--- src/light_readout_map.svh ---
`ifndef LIGHT_READOUT_MAP_SVH
`define LIGHT_READOUT_MAP_SVH
// Command codes on the link with a one-byte command field.
`define CMD_RAW_HIGH_SHORT 8'h5a
`define CMD_RAW_LOW_SHORT 8'h5b
`define CMD_FILT_HIGH_SHORT 8'h5c
`define CMD_FILT_LOW_SHORT 8'h5d
// Command addresses on the links with a 16-bit command field.
`define CMD_RAW_HIGH 16'h5a00
`define CMD_RAW_LOW 16'h5b00
`define CMD_FILT_HIGH 16'h5c00
`define CMD_FILT_LOW 16'h5d00
// Reset value of every sensor byte.
`define SENSOR_BYTE_RESET 8'h00
// Filler for the upper parameter byte on 16-bit links.
`define PARAM_UPPER_FILL 8'h00
`endif

--- src/light_readout_pkg.sv ---
package light_readout_pkg;
   // Which byte of which value a command selects.
   typedef enum logic [2:0] {
      sel_none_type = 3'h0,
      sel_raw_high_type = 3'h1,
      sel_raw_low_type = 3'h3,
      sel_filt_high_type = 3'h2,
      sel_filt_low_type = 3'h6
   } cmd_sel_type;
   // Lock state of one value pair, coded 0, 1 and 3.
   typedef enum logic [1:0] {
      lock_free_type = 2'h0,
      lock_high_read_type = 2'h1,
      lock_low_read_type = 2'h3
   } lock_state_type;
endpackage : light_readout_pkg

--- src/light_value_readout.sv ---
`timescale 1ns/1ps
`include "light_readout_map.svh"
// What this block does
// - Command 5Ah returns raw value high byte.
// - Command 5Bh returns raw value low byte.
// - Command 5Ch returns filtered value high byte.
// - Reading one byte freezes its partner byte.
// - Reading both bytes releases the pair.
// - Repeated low read refreshes the high byte.
// - Repeated high read refreshes the low byte.
// - Any other command releases the pair.
// - Sensing disabled makes every byte read zero.
// - Values are full-range 16-bit unsigned.
// - 16-bit links put zero in upper byte.
module light_value_readout
   import light_readout_pkg::*;
(
   input wire logic clk_sys_in,
   input wire logic rst_b_in,
   input wire logic cmd_valid_in,
   input wire logic wide_link_in,
   input wire logic [15:0] cmd_code_in,
   input wire logic sense_enable_in,
   input wire logic [15:0] raw_sample_in,
   input wire logic raw_valid_in,
   input wire logic [15:0] filt_sample_in,
   input wire logic filt_valid_in,
   output logic rsp_valid_out,
   output logic [15:0] rsp_data_out
);
   // ****************************************************************
   // Command decode
   // ****************************************************************
   typedef struct packed {
      logic valid;
      logic [15:0] data;
   } rsp_state_type;
   rsp_state_type cur;
   rsp_state_type next_cur;
   cmd_sel_type sel;
   logic [15:0] raw_value;
   logic [15:0] filt_value;
   logic [7:0] byte_pick;

   // Returns one byte of a held value; the high flag chooses the upper half.
   function automatic logic [7:0] pick_byte(input logic [15:0] value, input logic high);
      if (high) begin
         pick_byte = value[15:8];
      end else begin
         pick_byte = value[7:0];
      end
   endfunction : pick_byte

   // Maps a command code to the byte it selects, for either link width.
   function automatic cmd_sel_type decode(input logic wide, input logic [15:0] code);
      logic [7:0] op;
      op = wide ? code[15:8] : code[7:0];
      if (wide && code[7:0] != 8'h00) begin
         decode = sel_none_type;
      end else if (op == `CMD_RAW_HIGH_SHORT) begin
         decode = sel_raw_high_type;
      end else if (op == `CMD_RAW_LOW_SHORT) begin
         decode = sel_raw_low_type;
      end else if (op == `CMD_FILT_HIGH_SHORT) begin
         decode = sel_filt_high_type;
      end else if (op == `CMD_FILT_LOW_SHORT) begin
         decode = sel_filt_low_type;
      end else begin
         decode = sel_none_type;
      end
   endfunction : decode

   assign sel = cmd_valid_in ? decode(wide_link_in, cmd_code_in) : sel_none_type;

   // ****************************************************************
   // Paired value holders
   // ****************************************************************
   // A command for the other value counts as an unrelated command here.
   light_pair_lock raw_pair (
      .clk_sys_in(clk_sys_in),
      .rst_b_in(rst_b_in),
      .sample_in(raw_sample_in),
      .sample_valid_in(raw_valid_in),
      .read_high_in(sel == sel_raw_high_type),
      .read_low_in(sel == sel_raw_low_type),
      .other_cmd_in(cmd_valid_in && sel != sel_raw_high_type && sel != sel_raw_low_type),
      .value_out(raw_value)
   );
   light_pair_lock filt_pair (
      .clk_sys_in(clk_sys_in),
      .rst_b_in(rst_b_in),
      .sample_in(filt_sample_in),
      .sample_valid_in(filt_valid_in),
      .read_high_in(sel == sel_filt_high_type),
      .read_low_in(sel == sel_filt_low_type),
      .other_cmd_in(cmd_valid_in && sel != sel_filt_high_type && sel != sel_filt_low_type),
      .value_out(filt_value)
   );

   // ****************************************************************
   // Response
   // ****************************************************************
   // Picks the byte before the lock updates, so the read sees the held pair.
   always_comb begin
      case (sel)
         sel_raw_high_type: byte_pick = pick_byte(raw_value, 1'b1);
         sel_raw_low_type: byte_pick = pick_byte(raw_value, 1'b0);
         sel_filt_high_type: byte_pick = pick_byte(filt_value, 1'b1);
         sel_filt_low_type: byte_pick = pick_byte(filt_value, 1'b0);
         default: byte_pick = `SENSOR_BYTE_RESET;
      endcase
      next_cur.valid = (sel != sel_none_type);
      next_cur.data = cur.data;
      if (sel != sel_none_type) begin
         next_cur.data = {`PARAM_UPPER_FILL,
            sense_enable_in ? byte_pick : `SENSOR_BYTE_RESET};
      end
   end

   // Response register.
   always_ff @(posedge clk_sys_in) begin
      if (!rst_b_in) begin
         cur <= '0;
      end else begin
         cur <= next_cur;
      end
   end

   assign rsp_valid_out = cur.valid;
   assign rsp_data_out = cur.data;

   // ****************************************************************
   // Checks
   // ****************************************************************
   property p_one_cycle_answer;
      @(posedge clk_sys_in) disable iff (!rst_b_in)
      (cmd_valid_in && sel != sel_none_type) |=> rsp_valid_out;
   endproperty
   a_one_cycle_answer: assert property (p_one_cycle_answer) else $error("no answer");
   property p_disabled_zero;
      @(posedge clk_sys_in) disable iff (!rst_b_in)
      (sel != sel_none_type && !sense_enable_in) |=> rsp_data_out == 16'h0000;
   endproperty
   a_disabled_zero: assert property (p_disabled_zero) else $error("nonzero when off");
   property p_upper_zero;
      @(posedge clk_sys_in) disable iff (!rst_b_in)
      rsp_valid_out |-> rsp_data_out[15:8] == 8'h00;
   endproperty
   a_upper_zero: assert property (p_upper_zero) else $error("upper byte not zero");
   property p_raw_high_data;
      @(posedge clk_sys_in) disable iff (!rst_b_in)
      (sel == sel_raw_high_type && sense_enable_in) |=> rsp_data_out[7:0] == $past(raw_value[15:8]);
   endproperty
   a_raw_high_data: assert property (p_raw_high_data) else $error("raw high wrong");
   property p_filt_low_data;
      @(posedge clk_sys_in) disable iff (!rst_b_in)
      (sel == sel_filt_low_type && sense_enable_in) |=> rsp_data_out[7:0] == $past(filt_value[7:0]);
   endproperty
   a_filt_low_data: assert property (p_filt_low_data) else $error("filt low wrong");
   property p_no_spurious;
      @(posedge clk_sys_in) disable iff (!rst_b_in)
      (sel == sel_none_type) |=> !rsp_valid_out;
   endproperty
   a_no_spurious: assert property (p_no_spurious) else $error("spurious answer");
   property p_reset_clear;
      @(posedge clk_sys_in) !rst_b_in |=> (rsp_data_out == 16'h0000 && raw_value == 16'h0000);
   endproperty
   a_reset_clear: assert property (p_reset_clear) else $error("reset not clear");
   property p_filt_high_data;
      @(posedge clk_sys_in) disable iff (!rst_b_in)
      (sel == sel_filt_high_type && sense_enable_in) |=> rsp_data_out[7:0] == $past(filt_value[15:8]);
   endproperty
   a_filt_high_data: assert property (p_filt_high_data) else $error("filt high wrong");

   // ****************************************************************
   // Pair coherence checks
   // ****************************************************************
   // These look into the two pair holders, so a broken lock shows up here
   // even when the host never reads the damaged byte.

   // A raw low read returns the held low byte.
   property p_raw_low_data;
      @(posedge clk_sys_in) disable iff (!rst_b_in)
      (sel == sel_raw_low_type && sense_enable_in) |=> rsp_data_out[7:0] == $past(raw_value[7:0]);
   endproperty
   a_raw_low_data: assert property (p_raw_low_data) else $error("raw low wrong");

   // The first read of a raw pair leaves both held bytes untouched.
   property p_raw_freeze;
      @(posedge clk_sys_in) disable iff (!rst_b_in)
      (raw_pair.cur.lock == lock_free_type && (sel == sel_raw_high_type
         || sel == sel_raw_low_type)) |=> $stable(raw_value);
   endproperty
   a_raw_freeze: assert property (p_raw_freeze) else $error("raw pair moved on read");

   // The first read of a filtered pair leaves both held bytes untouched.
   property p_filt_freeze;
      @(posedge clk_sys_in) disable iff (!rst_b_in)
      (filt_pair.cur.lock == lock_free_type && (sel == sel_filt_high_type
         || sel == sel_filt_low_type)) |=> $stable(filt_value);
   endproperty
   a_filt_freeze: assert property (p_filt_freeze) else $error("filt pair moved on read");

   // Reading the partner byte of the raw pair frees it.
   property p_raw_release;
      @(posedge clk_sys_in) disable iff (!rst_b_in)
      ((raw_pair.cur.lock == lock_high_read_type && sel == sel_raw_low_type)
         || (raw_pair.cur.lock == lock_low_read_type && sel == sel_raw_high_type))
         |=> raw_pair.cur.lock == lock_free_type;
   endproperty
   a_raw_release: assert property (p_raw_release) else $error("raw pair not freed");

   // Reading the partner byte of the filtered pair frees it.
   property p_filt_release;
      @(posedge clk_sys_in) disable iff (!rst_b_in)
      ((filt_pair.cur.lock == lock_high_read_type && sel == sel_filt_low_type)
         || (filt_pair.cur.lock == lock_low_read_type && sel == sel_filt_high_type))
         |=> filt_pair.cur.lock == lock_free_type;
   endproperty
   a_filt_release: assert property (p_filt_release) else $error("filt pair not freed");

   // A second raw low read pulls the newest high byte in.
   property p_raw_repeat_low;
      @(posedge clk_sys_in) disable iff (!rst_b_in)
      (raw_pair.cur.lock == lock_low_read_type && sel == sel_raw_low_type)
         |=> raw_value[15:8] == $past(raw_pair.cur.fresh[15:8]);
   endproperty
   a_raw_repeat_low: assert property (p_raw_repeat_low) else $error("raw high stale");

   // A second filtered low read pulls the newest high byte in.
   property p_filt_repeat_low;
      @(posedge clk_sys_in) disable iff (!rst_b_in)
      (filt_pair.cur.lock == lock_low_read_type && sel == sel_filt_low_type)
         |=> filt_value[15:8] == $past(filt_pair.cur.fresh[15:8]);
   endproperty
   a_filt_repeat_low: assert property (p_filt_repeat_low) else $error("filt high stale");

   // A second raw high read pulls the newest low byte in.
   property p_raw_repeat_high;
      @(posedge clk_sys_in) disable iff (!rst_b_in)
      (raw_pair.cur.lock == lock_high_read_type && sel == sel_raw_high_type)
         |=> raw_value[7:0] == $past(raw_pair.cur.fresh[7:0]);
   endproperty
   a_raw_repeat_high: assert property (p_raw_repeat_high) else $error("raw low stale");

   // A second filtered high read pulls the newest low byte in.
   property p_filt_repeat_high;
      @(posedge clk_sys_in) disable iff (!rst_b_in)
      (filt_pair.cur.lock == lock_high_read_type && sel == sel_filt_high_type)
         |=> filt_value[7:0] == $past(filt_pair.cur.fresh[7:0]);
   endproperty
   a_filt_repeat_high: assert property (p_filt_repeat_high) else $error("filt low stale");

   // An unknown command frees a locked raw pair.
   property p_raw_other_release;
      @(posedge clk_sys_in) disable iff (!rst_b_in)
      (raw_pair.cur.lock != lock_free_type && cmd_valid_in && sel == sel_none_type)
         |=> raw_pair.cur.lock == lock_free_type;
   endproperty
   a_raw_other_release: assert property (p_raw_other_release) else $error("raw kept");

   // An unknown command frees a locked filtered pair.
   property p_filt_other_release;
      @(posedge clk_sys_in) disable iff (!rst_b_in)
      (filt_pair.cur.lock != lock_free_type && cmd_valid_in && sel == sel_none_type)
         |=> filt_pair.cur.lock == lock_free_type;
   endproperty
   a_filt_other_release: assert property (p_filt_other_release) else $error("filt kept");

   // A filtered read counts as unrelated for a locked raw pair.
   property p_raw_cross_release;
      @(posedge clk_sys_in) disable iff (!rst_b_in)
      (raw_pair.cur.lock != lock_free_type && (sel == sel_filt_high_type
         || sel == sel_filt_low_type)) |=> raw_pair.cur.lock == lock_free_type;
   endproperty
   a_raw_cross_release: assert property (p_raw_cross_release) else $error("raw cross");

   // A raw read counts as unrelated for a locked filtered pair.
   property p_filt_cross_release;
      @(posedge clk_sys_in) disable iff (!rst_b_in)
      (filt_pair.cur.lock != lock_free_type && (sel == sel_raw_high_type
         || sel == sel_raw_low_type)) |=> filt_pair.cur.lock == lock_free_type;
   endproperty
   a_filt_cross_release: assert property (p_filt_cross_release) else $error("filt cross");

   // A free raw pair takes any 16-bit sample unchanged.
   property p_raw_full_range;
      @(posedge clk_sys_in) disable iff (!rst_b_in)
      (raw_pair.cur.lock == lock_free_type && !cmd_valid_in && raw_valid_in)
         |=> raw_value == $past(raw_sample_in);
   endproperty
   a_raw_full_range: assert property (p_raw_full_range) else $error("raw sample lost");

   // A wide-link code with a nonzero low byte is not a read.
   property p_wide_reject;
      @(posedge clk_sys_in) disable iff (!rst_b_in)
      (cmd_valid_in && wide_link_in && cmd_code_in[7:0] != 8'h00) |=> !rsp_valid_out;
   endproperty
   a_wide_reject: assert property (p_wide_reject) else $error("bad wide code answered");

   // Reset clears the filtered pair too.
   property p_filt_reset_clear;
      @(posedge clk_sys_in) !rst_b_in |=> filt_value == 16'h0000;
   endproperty
   a_filt_reset_clear: assert property (p_filt_reset_clear) else $error("filt not clear");

   // Main scenarios that the bench should reach.
   c_raw_pair: cover property (@(posedge clk_sys_in) sel == sel_raw_high_type ##1 sel == sel_raw_low_type);
   c_filt_pair: cover property (@(posedge clk_sys_in) sel == sel_filt_low_type ##1 sel == sel_filt_high_type);
   c_low_twice: cover property (@(posedge clk_sys_in) sel == sel_raw_low_type ##1 sel == sel_raw_low_type);
   c_high_twice: cover property (@(posedge clk_sys_in) sel == sel_raw_high_type ##2
      sel == sel_raw_high_type);
   c_sense_off: cover property (@(posedge clk_sys_in) sel != sel_none_type && !sense_enable_in);
endmodule : light_value_readout

--- src/light_pair_lock.sv ---
`timescale 1ns/1ps
`include "light_readout_map.svh"
// Holds one 16-bit value and keeps its two bytes paired across two reads.
module light_pair_lock
   import light_readout_pkg::*;
(
   input wire logic clk_sys_in,
   input wire logic rst_b_in,
   input wire logic [15:0] sample_in,
   input wire logic sample_valid_in,
   input wire logic read_high_in,
   input wire logic read_low_in,
   input wire logic other_cmd_in,
   output logic [15:0] value_out
);
   typedef struct packed {
      lock_state_type lock;
      logic [7:0] high_byte;
      logic [7:0] low_byte;
      logic [15:0] fresh;
   } pair_state_type;
   pair_state_type cur;
   pair_state_type next_cur;

   // Lock and update rules for the pair.
   always_comb begin
      next_cur = cur;
      if (sample_valid_in) begin
         next_cur.fresh = sample_in;
      end
      case (cur.lock)
         lock_free_type: begin
            if (read_high_in) begin
               next_cur.lock = lock_high_read_type;
            end else if (read_low_in) begin
               next_cur.lock = lock_low_read_type;
            end else begin
               next_cur.high_byte = next_cur.fresh[15:8];
               next_cur.low_byte = next_cur.fresh[7:0];
            end
         end
         lock_high_read_type: begin
            if (read_low_in || other_cmd_in) begin
               next_cur.lock = lock_free_type;
            end else if (read_high_in) begin
               next_cur.low_byte = cur.fresh[7:0];
            end
         end
         lock_low_read_type: begin
            if (read_high_in || other_cmd_in) begin
               next_cur.lock = lock_free_type;
            end else if (read_low_in) begin
               next_cur.high_byte = cur.fresh[15:8];
            end
         end
         default: begin
            next_cur.lock = lock_free_type;
         end
      endcase
   end

   // State register, cleared to zero by reset.
   always_ff @(posedge clk_sys_in) begin
      if (!rst_b_in) begin
         cur <= '0;
      end else begin
         cur <= next_cur;
      end
   end

   assign value_out = {cur.high_byte, cur.low_byte};

   property p_low_locked;
      @(posedge clk_sys_in) disable iff (!rst_b_in)
      (cur.lock == lock_high_read_type && !read_low_in && !read_high_in && !other_cmd_in)
         |=> $stable(cur.low_byte);
   endproperty
   a_low_locked: assert property (p_low_locked) else $error("low byte moved while locked");
endmodule : light_pair_lock

--- config.mk ---
export PLATFORM = sky130hd
export DESIGN_NAME = light_value_readout
export DESIGN_NICKNAME = d
export VERILOG_FILES = /design/src/light_readout_pkg.sv /design/src/light_value_readout.sv /design/src/light_pair_lock.sv
export VERILOG_INCLUDE_DIRS = /design/src /design/src/src
export SDC_FILE = /design/constraint.sdc
export NUM_CORES = 1
export LEC_CHECK = 0
export CELL_PAD_IN_SITES_DETAIL_PLACEMENT = 1
export CELL_PAD_IN_SITES_GLOBAL_PLACEMENT = 2
export CORE_MARGIN = 2
export CORE_UTILIZATION = 39
export CTS_CLUSTER_DIAMETER = 120
export DETAILED_ROUTE_END_ITERATION = 7
export DONT_BUFFER_PORTS = 1
export PLACE_DENSITY = 0.76
export SETUP_SLACK_MARGIN = 0.3
export SYNTH_ARGS = -nofsm -noshare
export SYNTH_HDL_FRONTEND = slang
export SYNTH_HIERARCHICAL = 1
export SYNTH_SLANG_ARGS = --single-unit
--- constraint.sdc ---
create_clock -name clk_sys_in -period 4 [get_ports clk_sys_in]
set_input_delay 1 -clock clk_sys_in [delete_from_list [all_inputs] [get_ports clk_sys_in]]
set_output_delay 1 -clock clk_sys_in [all_outputs]
set_load 0.01 [all_outputs]
# Word-level counts from Yosys, hierarchy flattened
# Index checks and enable logic that the tools add are counted.
[word_totals]
ff_bits = 77
latch_bits = 0
ram_bits = 0
rom_bits = 0
in_bits = 55
output_inout_bits = 17
wordCells = 104
memories = 0
[op_classes]
n_addsub = 0
multipliers = 0
n_div = 0
magnitude_cmp = 0
n_eq_ne = 34
n_shift = 0
muxes = 37
bitwise_logic = 0
reduce_logical = 23
[op_table]
columns = ["op", "n"]
rows = [
  ["2-to-1 mux 16 bit", 6],
  ["2-to-1 mux 8 bit", 10],
  ["case mux 8 bit (2 select lines)", 4],
  ["equality test 8 x 7 -> 1 bit, second input constant", 4],
  ["case mux 8 bit (4 select lines)", 1],
  ["AND reduction 5 bit", 4],
  ["2-to-1 mux 3 bit", 6],
  ["2-to-1 mux 2 bit", 8],
  ["inequality test 2 x 1 -> 1 bit, second input constant", 8],
  ["inequality test 2 bit, second input constant", 8],
  ["case mux 2 bit (3 select lines)", 2],
  ["inequality test 3 x 1 -> 1 bit, second input constant", 3],
  ["nonzero test 2 bit", 4],
  ["nonzero test 8 bit", 1],
  ["equality test 3 x 2 -> 1 bit, second input constant", 2],
  ["inequality test 3 x 2 -> 1 bit, second input constant", 2],
  ["AND reduction 3 bit", 2],
  ["logical AND 1 bit", 5],
  ["equality test 2 x 1 -> 1 bit, second input constant", 2],
  ["equality test 2 bit, second input constant", 2],
  ["zero test 2 bit", 2],
  ["logical OR 1 bit", 4],
  ["equality test 3 x 1 -> 1 bit, second input constant", 1],
  ["equality test 3 bit, second input constant", 1],
  ["2 further kinds", 2],
]

# Depth between registers and ports, before layout
# Gate-level depths: netlist of the first run.
[depth]
depth_word = 14
mapped_depth = 11
depth_no_buf = 8

# By module
# Netlist of the first run, hierarchy kept.
[modules_own_cells]
columns = ["module", "instances", "cells_per_inst", "area_per_inst_um2", "seq_area_each_um2"]
rows = [
  ["light_pair_lock", 2, 171, 1676.6, 680.7],
  ["light_value_readout", 1, 86, 800.8, 180.2],
]

# Least setup slack after synthesis of the first run
# OpenSTA, ideal clock, no wires.
[synth_path]
path_kind = "input port to flip-flop"
from = "input wide_link_in"
to = "register filt_pair.cur (netlist bit filt_pair/value_out[10])"
setup_ns = 0.134
arrival_time_ns = 3.364
required_ns = 3.866
slack_ns = 0.502
cell_stages = 10
path_buffers = 3
cell_sequence = "buf_6 > nor4b_4 > a22oi_2 > or2_2 > buf_2 > nor3_1 > and4b_1 > buf_2 > o21a_1 > a211oi_1"
[synth_between]
elab_chain_len = 14
word_cells_on_any_way = 24
classes_between = "eq/ne (12); mux (7); reduce/logical (5)"
[synth_lines]
columns = ["element", "line", "text"]
rows = [
  ["start, declared", "light_value_readout.sv:21", "input wire logic wide_link_in,"],
  ["2-to-1 mux 8 bit", "light_value_readout.sv:57", "op = wide ? code[15:8] : code[7:0];"],
  ["equality test 8 x 7 -> 1 bit (no line)", "-", ""],
  ["2-to-1 mux 3 bit", "light_value_readout.sv:66", "end else if (op == `CMD_FILT_LOW_SHORT) begin"],
  ["2-to-1 mux 3 bit", "light_value_readout.sv:64", "end else if (op == `CMD_FILT_HIGH_SHORT) begin"],
  ["2-to-1 mux 3 bit", "light_value_readout.sv:62", "end else if (op == `CMD_RAW_LOW_SHORT) begin"],
  ["2-to-1 mux 3 bit", "light_value_readout.sv:60", "end else if (op == `CMD_RAW_HIGH_SHORT) begin"],
  ["2-to-1 mux 3 bit *", "light_value_readout.sv:58", "if (wide && code[7:0] != 8'h00) begin"],
  ["2-to-1 mux 3 bit *", "light_value_readout.sv:73", "assign sel = cmd_valid_in ? decode(wide_link_in, cmd_code_in) : sel_none_type;"],
  ["inequality test 3 x 2 -> 1 bit", "light_value_readout.sv:96", ".other_cmd_in(cmd_valid_in && sel != sel_filt_high_type && sel != sel_filt_low_type),"],
  ["logical AND 1 bit (2 in a row)", "light_value_readout.sv:96", ""],
  ["logical OR 1 bit", "light_pair_lock.sv:50", "if (read_high_in || other_cmd_in) begin"],
  ["inequality test 2 bit (no line)", "-", ""],
  ["AND reduction 5 bit (no line) *", "-", ""],
  ["end signal, assigned", "light_pair_lock.sv:67", "cur <= next_cur;"],
  ["end, declared", "light_pair_lock.sv:22", "pair_state_type cur;"],
]
# Every way passes the cells marked *; elsewhere a longest branch is shown, timed or not.
# A chain may end at the register's enable or synchronous reset.

# Final worst setup path of the first run
[layout_path]
from = "input cmd_code_in[13]"
to = "register filt_pair.cur (netlist bit filt_pair/value_out[7])"
[layout_between]
elab_chain_len = 14
word_cells_on_any_way = 23
classes_between = "eq/ne (12); mux (7); reduce/logical (4)"
[layout_lines]
columns = ["element", "line", "text"]
rows = [
  ["start, declared", "light_value_readout.sv:22", "input wire logic [15:0] cmd_code_in,"],
  ["2-to-1 mux 8 bit *", "light_value_readout.sv:57", ""],
  ["equality test 8 x 7 -> 1 bit (no line)", "-", ""],
  ["2-to-1 mux 3 bit", "light_value_readout.sv:66", ""],
  ["2-to-1 mux 3 bit", "light_value_readout.sv:64", ""],
  ["2-to-1 mux 3 bit", "light_value_readout.sv:62", ""],
  ["2-to-1 mux 3 bit *", "light_value_readout.sv:60", ""],
  ["2-to-1 mux 3 bit *", "light_value_readout.sv:58", ""],
  ["2-to-1 mux 3 bit *", "light_value_readout.sv:73", ""],
  ["inequality test 3 x 2 -> 1 bit", "light_value_readout.sv:96", ""],
  ["logical AND 1 bit (2 in a row)", "light_value_readout.sv:96", ""],
  ["logical OR 1 bit", "light_pair_lock.sv:43", "if (read_low_in || other_cmd_in) begin"],
  ["inequality test 2 bit (no line)", "-", ""],
  ["AND reduction 5 bit (no line) *", "-", ""],
]
# Marks and branches as above.

==> impl_metrics.env, run 1 <==
export IMPL_hold_viol=0
export IMPL_antenna_found_initial=0
export IMPL_drt_iter0_drc=119
export IMPL_clk_latency_ns=0.36
export IMPL_cts_clk_slew_worst_paths_ns=0.08
export IMPL_syn_area_sq_um=4150
export IMPL_wl_per_cell_um=18.4
export IMPL_ys_types=38
export IMPL_dp_cells=507
export IMPL_holdPathStages=2
export IMPL_holdCritPathClass="flip-flop to flip-flop"
export IMPL_grt_pass1_wl_um=15300
export IMPL_maxCapViolCount=0
export IMPL_worst_setup_path_type="input port to flip-flop"
export IMPL_vias_per_cell=5.70
export IMPL_slew_viol_final=0
export IMPL_synth_cells=428
export IMPL_setup_violations=0
export IMPL_power_density_nw_per_um2=406
export IMPL_cp_end_kind="flip-flop"
export IMPL_seqCellArea_sq_um=1540
export IMPL_status="complete, no violations"
export IMPL_seq_area_frac_synth_pct=37.1
export IMPL_grt_max_degree=35
export IMPL_worst_setup_path_start_kind="input port"
export IMPL_postRouteAntennaNets=0
export IMPL_clock_skew_ns=0.00764
export IMPL_finalNonFillerCells=522
export IMPL_crit_required_ns=4.25
export IMPL_cts_buffers=9
export IMPL_drive_gt1_share_pct=9.07
export IMPL_hold_buffers=0
export IMPL_ys_ff_latch=77
export IMPL_tns_ns=0
export IMPL_fillCellCount=1168
export IMPL_worstReg2RegStart="filt_pair/cur[33]$_SDFFE_PN0P_"
export IMPL_ios=72
export IMPL_ir_worst_vdd_mv=0.230
export IMPL_grt_pass1_vias=2933
export IMPL_rsz0062_at_grt="no"
export IMPL_r2r_cells=3
export IMPL_htreeDepth=3
export IMPL_min_to="filt_pair/cur[6]$_SDFF_PN0_"
export IMPL_min_period_ns=3.33
export IMPL_start_util_pct=40.2
export IMPL_fmax_ghz=0.300
export IMPL_reg2reg_to="filt_pair/value_out[3]$_SDFFE_PN0P_"
export IMPL_p_leak_nw=1.55
export IMPL_gp_congestion=0.826
export IMPL_fin_nets=437
export IMPL_core_sq_um=10300
export IMPL_n_antenna_cell=0
export IMPL_synth_top_area_share_pct=37.1
export IMPL_die_area_sq_um=11500
export IMPL_syn_avg_cell_area_sq_um=9.71
export IMPL_first_pass_iters=4
export IMPL_crit_arrival_ns=3.58
export IMPL_routed_wl_um=9590
export IMPL_cts_tree="built"
export IMPL_grt_ovfl_total=0
export IMPL_clkSinkCount=77
export IMPL_hpwl_um=6870
export IMPL_timing_final_crit_share_pct=83.3
export IMPL_synthTopCellsByArea="dfxtp_1 37%, mux2i_1 16%, a211oi_1 8.7%"
export IMPL_cp_max_fo=14
export IMPL_cts_setup_buffers=0
export IMPL_syn2layout_area_growth_pct=0.512
export IMPL_multi_input_area_sq_um=2120
export IMPL_drt_drc_violations_left=0
export IMPL_yosysWarnings=6
export IMPL_die_h_um=107
export IMPL_tightest_slew_ns=0.967
export IMPL_slew_headroom_pct=35.1
export IMPL_dr_total_vias=2977
export IMPL_total_power_w=0.00169
export IMPL_post_cts_resized=0
export IMPL_dieWidth_um=107
export IMPL_track_usage_pct=17.1
export IMPL_clockBufferDepth=2
export IMPL_portBuffers=0
export IMPL_rows=37
export IMPL_hold_start="filt_pair/cur[6]$_SDFF_PN0_"
export IMPL_yosys_area_top_type="dfxtp_1"
export IMPL_cts_root_buf="clkbuf_8"
export IMPL_reg2reg_slack_ns=2.22
[worst max-delay path by stage]
stage | from | slack [ns] | depth (start not counted) | to
3_5_place_dp | wide_link_in | 0.35 | 8 | filt_pair/value_out[7]$_SDFFE_PN0P_
3_3_place_gp | cmd_code_in[13] | 0.52 | 8 | filt_pair/value_out[6]$_SDFFE_PN0P_
5_1_grt | wide_link_in | 0.51 | 8 | filt_pair/value_out[7]$_SDFFE_PN0P_
2_1_floorplan | wide_link_in | 0.50 | 10 | filt_pair/value_out[10]$_SDFFE_PN0P_
4_1_cts | cmd_code_in[13] | 0.73 | 8 | filt_pair/value_out[7]$_SDFFE_PN0P_
6_report | cmd_code_in[13] | 0.67 | 8 | filt_pair/value_out[7]$_SDFFE_PN0P_
[through the flow]
step | setup WS (ns) | area (sq um) | util [%] | hold slack [ns]
floorplan | 0.502 | 4180 | - | 0.453
global placement | 0.518 | 3930 | 38.1 | 0.469
detailed placement | 0.354 | 3930 | 38.1 | 0.481
CTS | 0.730 | 4180 | 40.4 | 0.500
global route | 0.506 | 4180 | 40.4 | 0.530
finish | 0.669 | 4180 | 40.4 | 0.493
[sequential cells by signal, indices dropped and copies added (netlist names)]
register,count
rsp_valid_out,1
raw_pair/value_out,16
raw_pair/cur,18
filt_pair/value_out,16
filt_pair/cur,18
rsp_data_out,8
[synthesized netlist by cell type]
| cell type | instances |
|---|---|
| nor4_1 | 2 |
| a41oi_1 | 2 |
| and2b_1 | 2 |
| and2_1 | 3 |
| and4bb_2 | 2 |
| nand3b_1 | 16 |
| nor2_1 | 40 |
| clkbuf_1 | 9 |
| buf_4 | 40 |
| clkinv_1 | 4 |
| a21oi_1 | 2 |
| a22oi_2 | 1 |
| o22ai_1 | 8 |
| nor4b_4 | 3 |
| nor2b_1 | 5 |
| clkbuf_2 | 2 |
| and4b_1 | 2 |
| nor4_4 | 2 |
| a311oi_1 | 16 |
| or2_2 | 2 |
| buf_2 | 14 |
| buf_6 | 6 |
| a2111oi_2 | 1 |
| o21a_1 | 2 |
| a22oi_1 | 2 |
| o21ai_0 | 20 |
| conb_1 | 1 |
| buf_1 | 1 |
| o211a_1 | 2 |
| and4bb_1 | 1 |
| a21boi_0 | 3 |
| inv_1 | 5 |
| nand2b_1 | 3 |
| a32o_1 | 8 |
| dfxtp_1 | 77 |
| a211oi_1 | 48 |
| nor3_1 | 6 |
| mux2i_1 | 65 |
[cells in the final DEF (no fill, tap or decap)]
cell / instances
bufinv_16: 3
and2_1: 3
conb_1: 8
a32o_1: 8
or2_2: 2
a21oi_1: 2
a21boi_0: 3
nor4_4: 2
nor4_1: 2
clkbuf_8: 11
a311oi_1: 16
and4bb_2: 2
a22oi_1: 2
clkinv_1: 4
o22ai_1: 8
buf_4: 8
and4bb_1: 1
a2111oi_2: 1
inv_1: 5
nor2_1: 40
nand3b_1: 16
and4b_1: 2
nand2b_1: 3
mux2i_2: 1
nor3_1: 6
o21ai_0: 20
o211a_1: 2
nor4b_4: 3
a211oi_1: 48
dfxtp_1: 77
and2b_1: 2
mux2i_1: 64
a41oi_1: 2
o21a_1: 2
clkinv_2: 1
nor2b_1: 5
a22oi_2: 1
[routing by layer]
layer	vias up	wire length, um	GRT usage [%]
li1	1467	-	-
met2	73	3940	23.9
met1	1424	4810	24.1
met4	0	173	7.24
met5	-	0	0
met3	13	658	5.35
[critical path, cell delays in order]
cell and delay, ns:
and4bb_2 0.28, a22oi_2 0.09, or2_2 0.41, nor2_1 0.17, and2_1 0.49, clkinv_1 0.44
o211a_1 0.44, a311oi_1 0.26
[final cells by class]
cell class	count	area share [%]
Clock buffer	11	3.63
Clock inverter	4	2.28
Inverter	9	0.809
Multi-Input combinational cell	277	50.9
Sequential cell	77	36.9
Tap cell	136	4.08
Timing Repair Buffer	8	1.44
[cell families (layout without fill, tap and decap cells)]
family                 after synthesis  after routing  synth area share [%]
AO/OA/AOI/OAI                      115            115                  20.7
AND/OR/NAND/NOR                     89             89                  14.0
buffers and inverters               81             32                  12.5
flip-flops                          77             77                  37.1
multiplexers                        65             65                  15.7
other                                1              8                0.0903
[power breakdown]
part / internal [W] / switching, W
clock: 0.000444 / 0.000295
combinational: 0.0000614 / 0.0000659
sequential: 0.000805 / 0.0000220
(Power assumes the default switching activity.)
==> run 2, diff against run 1 <==
--- a/config.mk
+++ b/config.mk
@@ -9,11 +9,11 @@
 export CELL_PAD_IN_SITES_DETAIL_PLACEMENT = 1
 export CELL_PAD_IN_SITES_GLOBAL_PLACEMENT = 2
 export CORE_MARGIN = 2
-export CORE_UTILIZATION = 39
+export CORE_UTILIZATION = 36
 export CTS_CLUSTER_DIAMETER = 120
 export DETAILED_ROUTE_END_ITERATION = 7
 export DONT_BUFFER_PORTS = 1
-export PLACE_DENSITY = 0.76
+export PLACE_DENSITY = 0.74
 export SETUP_SLACK_MARGIN = 0.3
 export SYNTH_ARGS = -nofsm -noshare
 export SYNTH_HDL_FRONTEND = slang
==> constraint.sdc (replaced) <==
create_clock -name clk_sys_in -period 2.8 [get_ports clk_sys_in]
set_input_delay 0.7 -clock clk_sys_in [delete_from_list [all_inputs] [get_ports clk_sys_in]]
set_output_delay 0.7 -clock clk_sys_in [all_outputs]
set_load 0.01 [all_outputs]
==> impl_metrics.env, run 2 (synthesis results as in run 1) <==
export IMPL_status="complete, no violations"
export IMPL_die_area_sq_um=12400
export IMPL_cpPeakStageDelay_ns=0.36
export IMPL_crit_arrival_ns=2.58
export IMPL_clock_skew_ns=0.00576
export IMPL_fin_nets=445
export IMPL_grt_ovfl_total=0
export IMPL_clockBufferDepth=2
export IMPL_hold_viol=0
export IMPL_dpl_instance_area_sq_um=4120
export IMPL_routed_wl_um=10300
export IMPL_setup_violations=0
export IMPL_worst_setup_path_start_kind="input port"
export IMPL_core_sq_um=11300
export IMPL_first_pass_iters=4
export IMPL_holdCritPathClass="flip-flop to flip-flop"
export IMPL_maxCapViolCount=0
export IMPL_hold_start="filt_pair/cur[3]$_SDFF_PN0_"
export IMPL_r2r_cells=3
export IMPL_dp_cells=521
export IMPL_cp_max_fo=10
export IMPL_tightest_slew_ns=0.597
export IMPL_worstReg2RegStart="filt_pair/cur[33]$_SDFFE_PN0P_"
export IMPL_htreeDepth=3
export IMPL_grt_max_degree=27
export IMPL_cts_buffers=9
export IMPL_fmax_ghz=0.428
export IMPL_rsz0062_at_grt="no"
export IMPL_ios=72
export IMPL_top_regs="filt_pair/cur x18, raw_pair/cur x18"
export IMPL_tns_ns=0
export IMPL_sw_frac_of_total_pct=22.9
export IMPL_drt_iter0_drc=142
export IMPL_slew_viol_final=0
export IMPL_wl_per_cell_um=19.2
export IMPL_cp_end_kind="flip-flop"
export IMPL_vias_per_cell=5.53
export IMPL_n_antenna_cell=0
export IMPL_min_period_ns=2.34
export IMPL_dr_total_vias=2963
export IMPL_ir_worst_vdd_mv=0.413
export IMPL_power_density_nw_per_um2=573
export IMPL_track_usage_pct=17.3
export IMPL_fin_area_sq_um=4410
export IMPL_min_to="filt_pair/cur[3]$_SDFF_PN0_"
export IMPL_final_cell_mix="77 x dfxtp_1, 64 x mux2i_1, 44 x a211oi_1"
export IMPL_critPathBufInv=0
export IMPL_rows=39
export IMPL_drt_drc_violations_left=0
export IMPL_critPathSlowestCell="and4b_1"
export IMPL_crit_required_ns=3.05
export IMPL_path_cells="and4bb_2 > a22oi_2 > or2_4 > nor2_4 > nor2_1 > and4b_1 > o21a_4 > a211oi_1"
export IMPL_reg2reg_slack_ns=1.21
export IMPL_fin_hold_ws_ns=0.493
export IMPL_dieWidth_um=111
export IMPL_crit_family="simple AND/OR/NAND/NOR gates"
export IMPL_die_h_um=111
export IMPL_portBuffers=0
export IMPL_combPwrFrac_pct=7.7
export IMPL_final_common_cell="dfxtp_1"
export IMPL_p_leak_nw=1.64
export IMPL_grt_pass1_wl_um=16800
export IMPL_p_switching_w=0.000578
export IMPL_total_power_w=0.00253
export IMPL_worst_setup_path_type="input port to flip-flop"
export IMPL_grt_pass1_vias=3148
export IMPL_syn2layout_area_growth_pct=6.17
export IMPL_postRouteAntennaNets=0
export IMPL_cts_clk_slew_worst_paths_ns=0.06
export IMPL_gp_congestion=0.777
export IMPL_power_share_sequential_pct=46.9
export IMPL_cts_tree="built"
export IMPL_p_int_w=0.00195
export IMPL_clk_latency_ns=0.34
export IMPL_power_frac_clock_pct=45.5
export IMPL_timing_final_crit_share_pct=83.5
export IMPL_reg2reg_to="filt_pair/value_out[5]$_SDFFE_PN0P_"
export IMPL_slew_headroom_pct=59.9
export IMPL_cts_root_buf="clkbuf_16"
export IMPL_clkSinkCount=77
export IMPL_holdPathStages=2
export IMPL_antenna_found_initial=0
export IMPL_hpwl_um=7530
export IMPL_start_util_pct=36.7
export IMPL_drive_gt1_share_pct=14.5
export IMPL_finalNonFillerCells=536
==> run 2: changes by cell type in the layout (fill, tap and decap cells not counted), sizes merged <==
cell	previous run	this run
clkbuf	11	12
bufinv	3	1
buf	8	16
==> run 2: worst max path at each step <==
| stage | to | startpoint | cells after the start | slack [ns] |
|---|---|---|---|---|
| floorplan | raw_pair/value_out[2]$_SDFFE_PN0P_ | wide_link_in | 11 | 0.17 |
| global placement | filt_pair/value_out[7]$_SDFFE_PN0P_ | cmd_code_in[6] | 8 | 0.07 |
| detailed placement | filt_pair/value_out[7]$_SDFFE_PN0P_ | cmd_code_in[6] | 8 | 0.0008 |
| CTS | filt_pair/value_out[5]$_SDFFE_PN0P_ | cmd_code_in[6] | 8 | 0.35 |
| global route | raw_pair/value_out[12]$_SDFFE_PN0P_ | cmd_code_in[13] | 8 | 0.30 |
| finish | raw_pair/value_out[8]$_SDFFE_PN0P_ | cmd_code_in[13] | 8 | 0.46 |
==> run 2: what timing repair did <==
item / 4_1_cts / 5_1_grt
setup endpoints to repair: 0 / 22
setup buffers: 0 / 1
resized for setup: 0 / 2
hold buffers: 0 / 0
==> run 2: power groups by stage <==
stage	Clock [W]	Combinational, W	Sequential [W]
CTS	0.00119	0.000197	0.00118
detailed placement	0	0.000196	0.00121
finish	0.00115	0.000193	0.00118
floorplan	0	0.000217	0.00119
global placement	0	0.000191	0.00120
global route	0.00123	0.000215	0.00119
==> run 2: metal layers <==
layer	share of wire [%]	vias to the layer above	wire, um	track usage [%]
met5	0	-	0	0
met4	1.4	0	147	5.68
met3	4.9	11	500	5.93
met2	48	38	4930	27.5
met1	46	1440	4700	22.0
li1	-	1474	-	-
==> run 2: layout make-up <==
cell class                      instances  area [sq um]
Clock inverter                          2          35.0
Timing Repair Buffer                   16           145
Tap cell                              143           179
Inverter                                9          36.3
Multi-Input combinational cell        277          2230
Sequential cell                        77          1540
Clock buffer                           12           246
Fill cell                            1259          6910
==> run 2: stage by stage <==
step / worst slack, ns / utilization, %
6_report: 0.463 / 39.0
5_1_grt: 0.304 / 39.0
4_1_cts: 0.353 / 38.8
3_5_place_dp: 0.000846 / 36.4
3_3_place_gp: 0.0681 / 36.4
2_1_floorplan: 0.166 / -
==> run 2: worst register-to-register path, cell delays in order (launching register included) <==
cell	delay, ns
dfxtp_1	0.59
and2b_1	0.39
nand3b_1	0.23
a311oi_1	0.28
==> run 3, diff against run 2 <==
==> constraint.sdc (replaced) <==
create_clock -name clk_sys_in -period 2 [get_ports clk_sys_in]
set_input_delay 0.5 -clock clk_sys_in [delete_from_list [all_inputs] [get_ports clk_sys_in]]
set_output_delay 0.5 -clock clk_sys_in [all_outputs]
set_load 0.01 [all_outputs]
==> impl_metrics.env, run 3 (synthesis results as in run 1) <==
export IMPL_hold_start="raw_sample_in[1]"
export IMPL_drt_drc_violations_left=0
export IMPL_dieWidth_um=111
export IMPL_slew_viol_final=0
export IMPL_core_sq_um=11300
export IMPL_rsz0062_at_grt="yes"
export IMPL_fin_area_sq_um=5050
export IMPL_die_area_sq_um=12400
export IMPL_holdCritPathClass="input port to flip-flop"
export IMPL_portBuffers=0
export IMPL_antenna_found_initial=0
export IMPL_start_util_pct=36.7
export IMPL_grt_max_degree=35
export IMPL_fillCellCount=1245
export IMPL_cts_clk_slew_worst_paths_ns=0.06
export IMPL_dp_slack_ns=-0.451
export IMPL_drt_iter0_drc=113
export IMPL_setup_violations=0
export IMPL_first_pass_iters=4
export IMPL_hpwl_um=7470
export IMPL_rows=39
export IMPL_dpl_instance_area_sq_um=4210
export IMPL_syn2layout_area_growth_pct=21.6
export IMPL_cts_tree="built"
export IMPL_worstReg2RegStart="filt_pair/cur[33]$_SDFFE_PN0P_"
export IMPL_clockBufferDepth=2
export IMPL_seqCellArea_sq_um=1540
export IMPL_dr_total_vias=3145
export IMPL_fin_ws_ns=0.00620
export IMPL_cts_buffers=9
export IMPL_gp_congestion=0.833
export IMPL_grt_pass1_vias=3262
export IMPL_power_density_nw_per_um2=768
export IMPL_n_antenna_cell=0
export IMPL_wl_per_cell_um=19.1
export IMPL_clk_latency_ns=0.34
export IMPL_fmax_ghz=0.502
export IMPL_tns_ns=0
export IMPL_grt_pass1_wl_um=17200
export IMPL_status="complete, no violations"
export IMPL_timing_final_crit_share_pct=99.7
export IMPL_clock_skew_ns=0.00652
export IMPL_ios=72
export IMPL_tightest_slew_ns=0.535
export IMPL_grtUsageMet3_pct=5.61
export IMPL_post_route_util_pct=44.6
export IMPL_cp_end_kind="flip-flop"
export IMPL_holdPathStages=2
export IMPL_top_usage_layer="met2"
export IMPL_drive_gt1_share_pct=30.6
export IMPL_maxCapViolCount=0
export IMPL_routed_wl_um=10800
export IMPL_worstSetupStartpoint="cmd_code_in[13]"
export IMPL_min_period_ns=1.99
export IMPL_total_power_w=0.00388
export IMPL_postRouteAntennaNets=0
export IMPL_worst_setup_path_type="input port to flip-flop"
export IMPL_r2r_cells=3
export IMPL_final_cell_mix="77 x dfxtp_1, 64 x mux2i_1, 34 x nor2_1"
export IMPL_vias_per_cell=5.57
export IMPL_crit_required_ns=2.21
export IMPL_grt_ovfl_total=0
export IMPL_met1_usage_pct=22.0
export IMPL_multi_input_area_sq_um=2510
export IMPL_final_common_cell="dfxtp_1"
export IMPL_fin_nets=472
export IMPL_clkSinkCount=77
export IMPL_htreeDepth=3
export IMPL_worst_setup_path_start_kind="input port"
export IMPL_use_met2_pct=27.2
export IMPL_cts_root_buf="clkbuf_16"
export IMPL_p_leak_nw=1.89
export IMPL_hold_viol=0
export IMPL_crit_arrival_ns=2.20
export IMPL_top_regs="filt_pair/cur x18, raw_pair/cur x18"
export IMPL_die_h_um=111
export IMPL_ir_worst_vdd_mv=0.626
export IMPL_slew_headroom_pct=64.3
export IMPL_cp_max_fo=8
export IMPL_track_usage_pct=17.3
run 3: path summary, 6_finish.rpt:
path                            slack (ns)                                  end
worst min-delay path                  0.31           raw_pair/cur[1]$_SDFF_PN0_
worst min register to register        0.49          raw_pair/cur[11]$_SDFF_PN0_
worst max-delay path                 0.006  raw_pair/value_out[11]$_SDFFE_PN0P_
worst max register to register        0.39  filt_pair/value_out[0]$_SDFFE_PN0P_
run 3: stage by stage:
stage          hold slack, ns  instances
4_1_cts                 0.297        557
5_1_grt                 0.295        565
2_1_floorplan           0.453        435
3_3_place_gp            0.469        535
6_report                0.306        565
3_5_place_dp            0.484        535
run 3: timing repair:
item,in CTS,in global routing
endpoints found under the hold margin,0,0
hold buffers,0,0
buffers inserted,5,6
endpoints found under the setup margin,36,36
gates cloned,1,2
gates resized for setup,47,33
pin swaps,19,15
run 3: power by group:
group,internal (W),switching [W]
Clock,0.00125,0.000665
Sequential,0.00161,0.0000524
Combinational,0.000148,0.000146
Total,0.00301,0.000863
run 3: layout make-up:
type | instances | area share (%)
timing repair buffer | 41 | 8.52
inverter | 9 | 0.719
clock inverter | 6 | 2.16
multi-input combinational | 279 | 49.8
sequential | 77 | 30.5
clock buffer | 10 | 4.73
tap | 143 | 3.54
run 3: critical path, stage by stage:
cell	delay, ns
and4bb_2	0.28
a22oi_2	0.09
or2_4	0.29
buf_6	0.12
nor3_4	0.17
buf_4	0.15
and4b_2	0.31
o21a_4	0.20
a211oi_1	0.08
run 3: layer usage:
metal,vias to the layer above,share of wire [%]
li1,1538,-
met1,1539,45
met2,54,48
met3,14,5.6
met4,0,1.9
met5,-,0
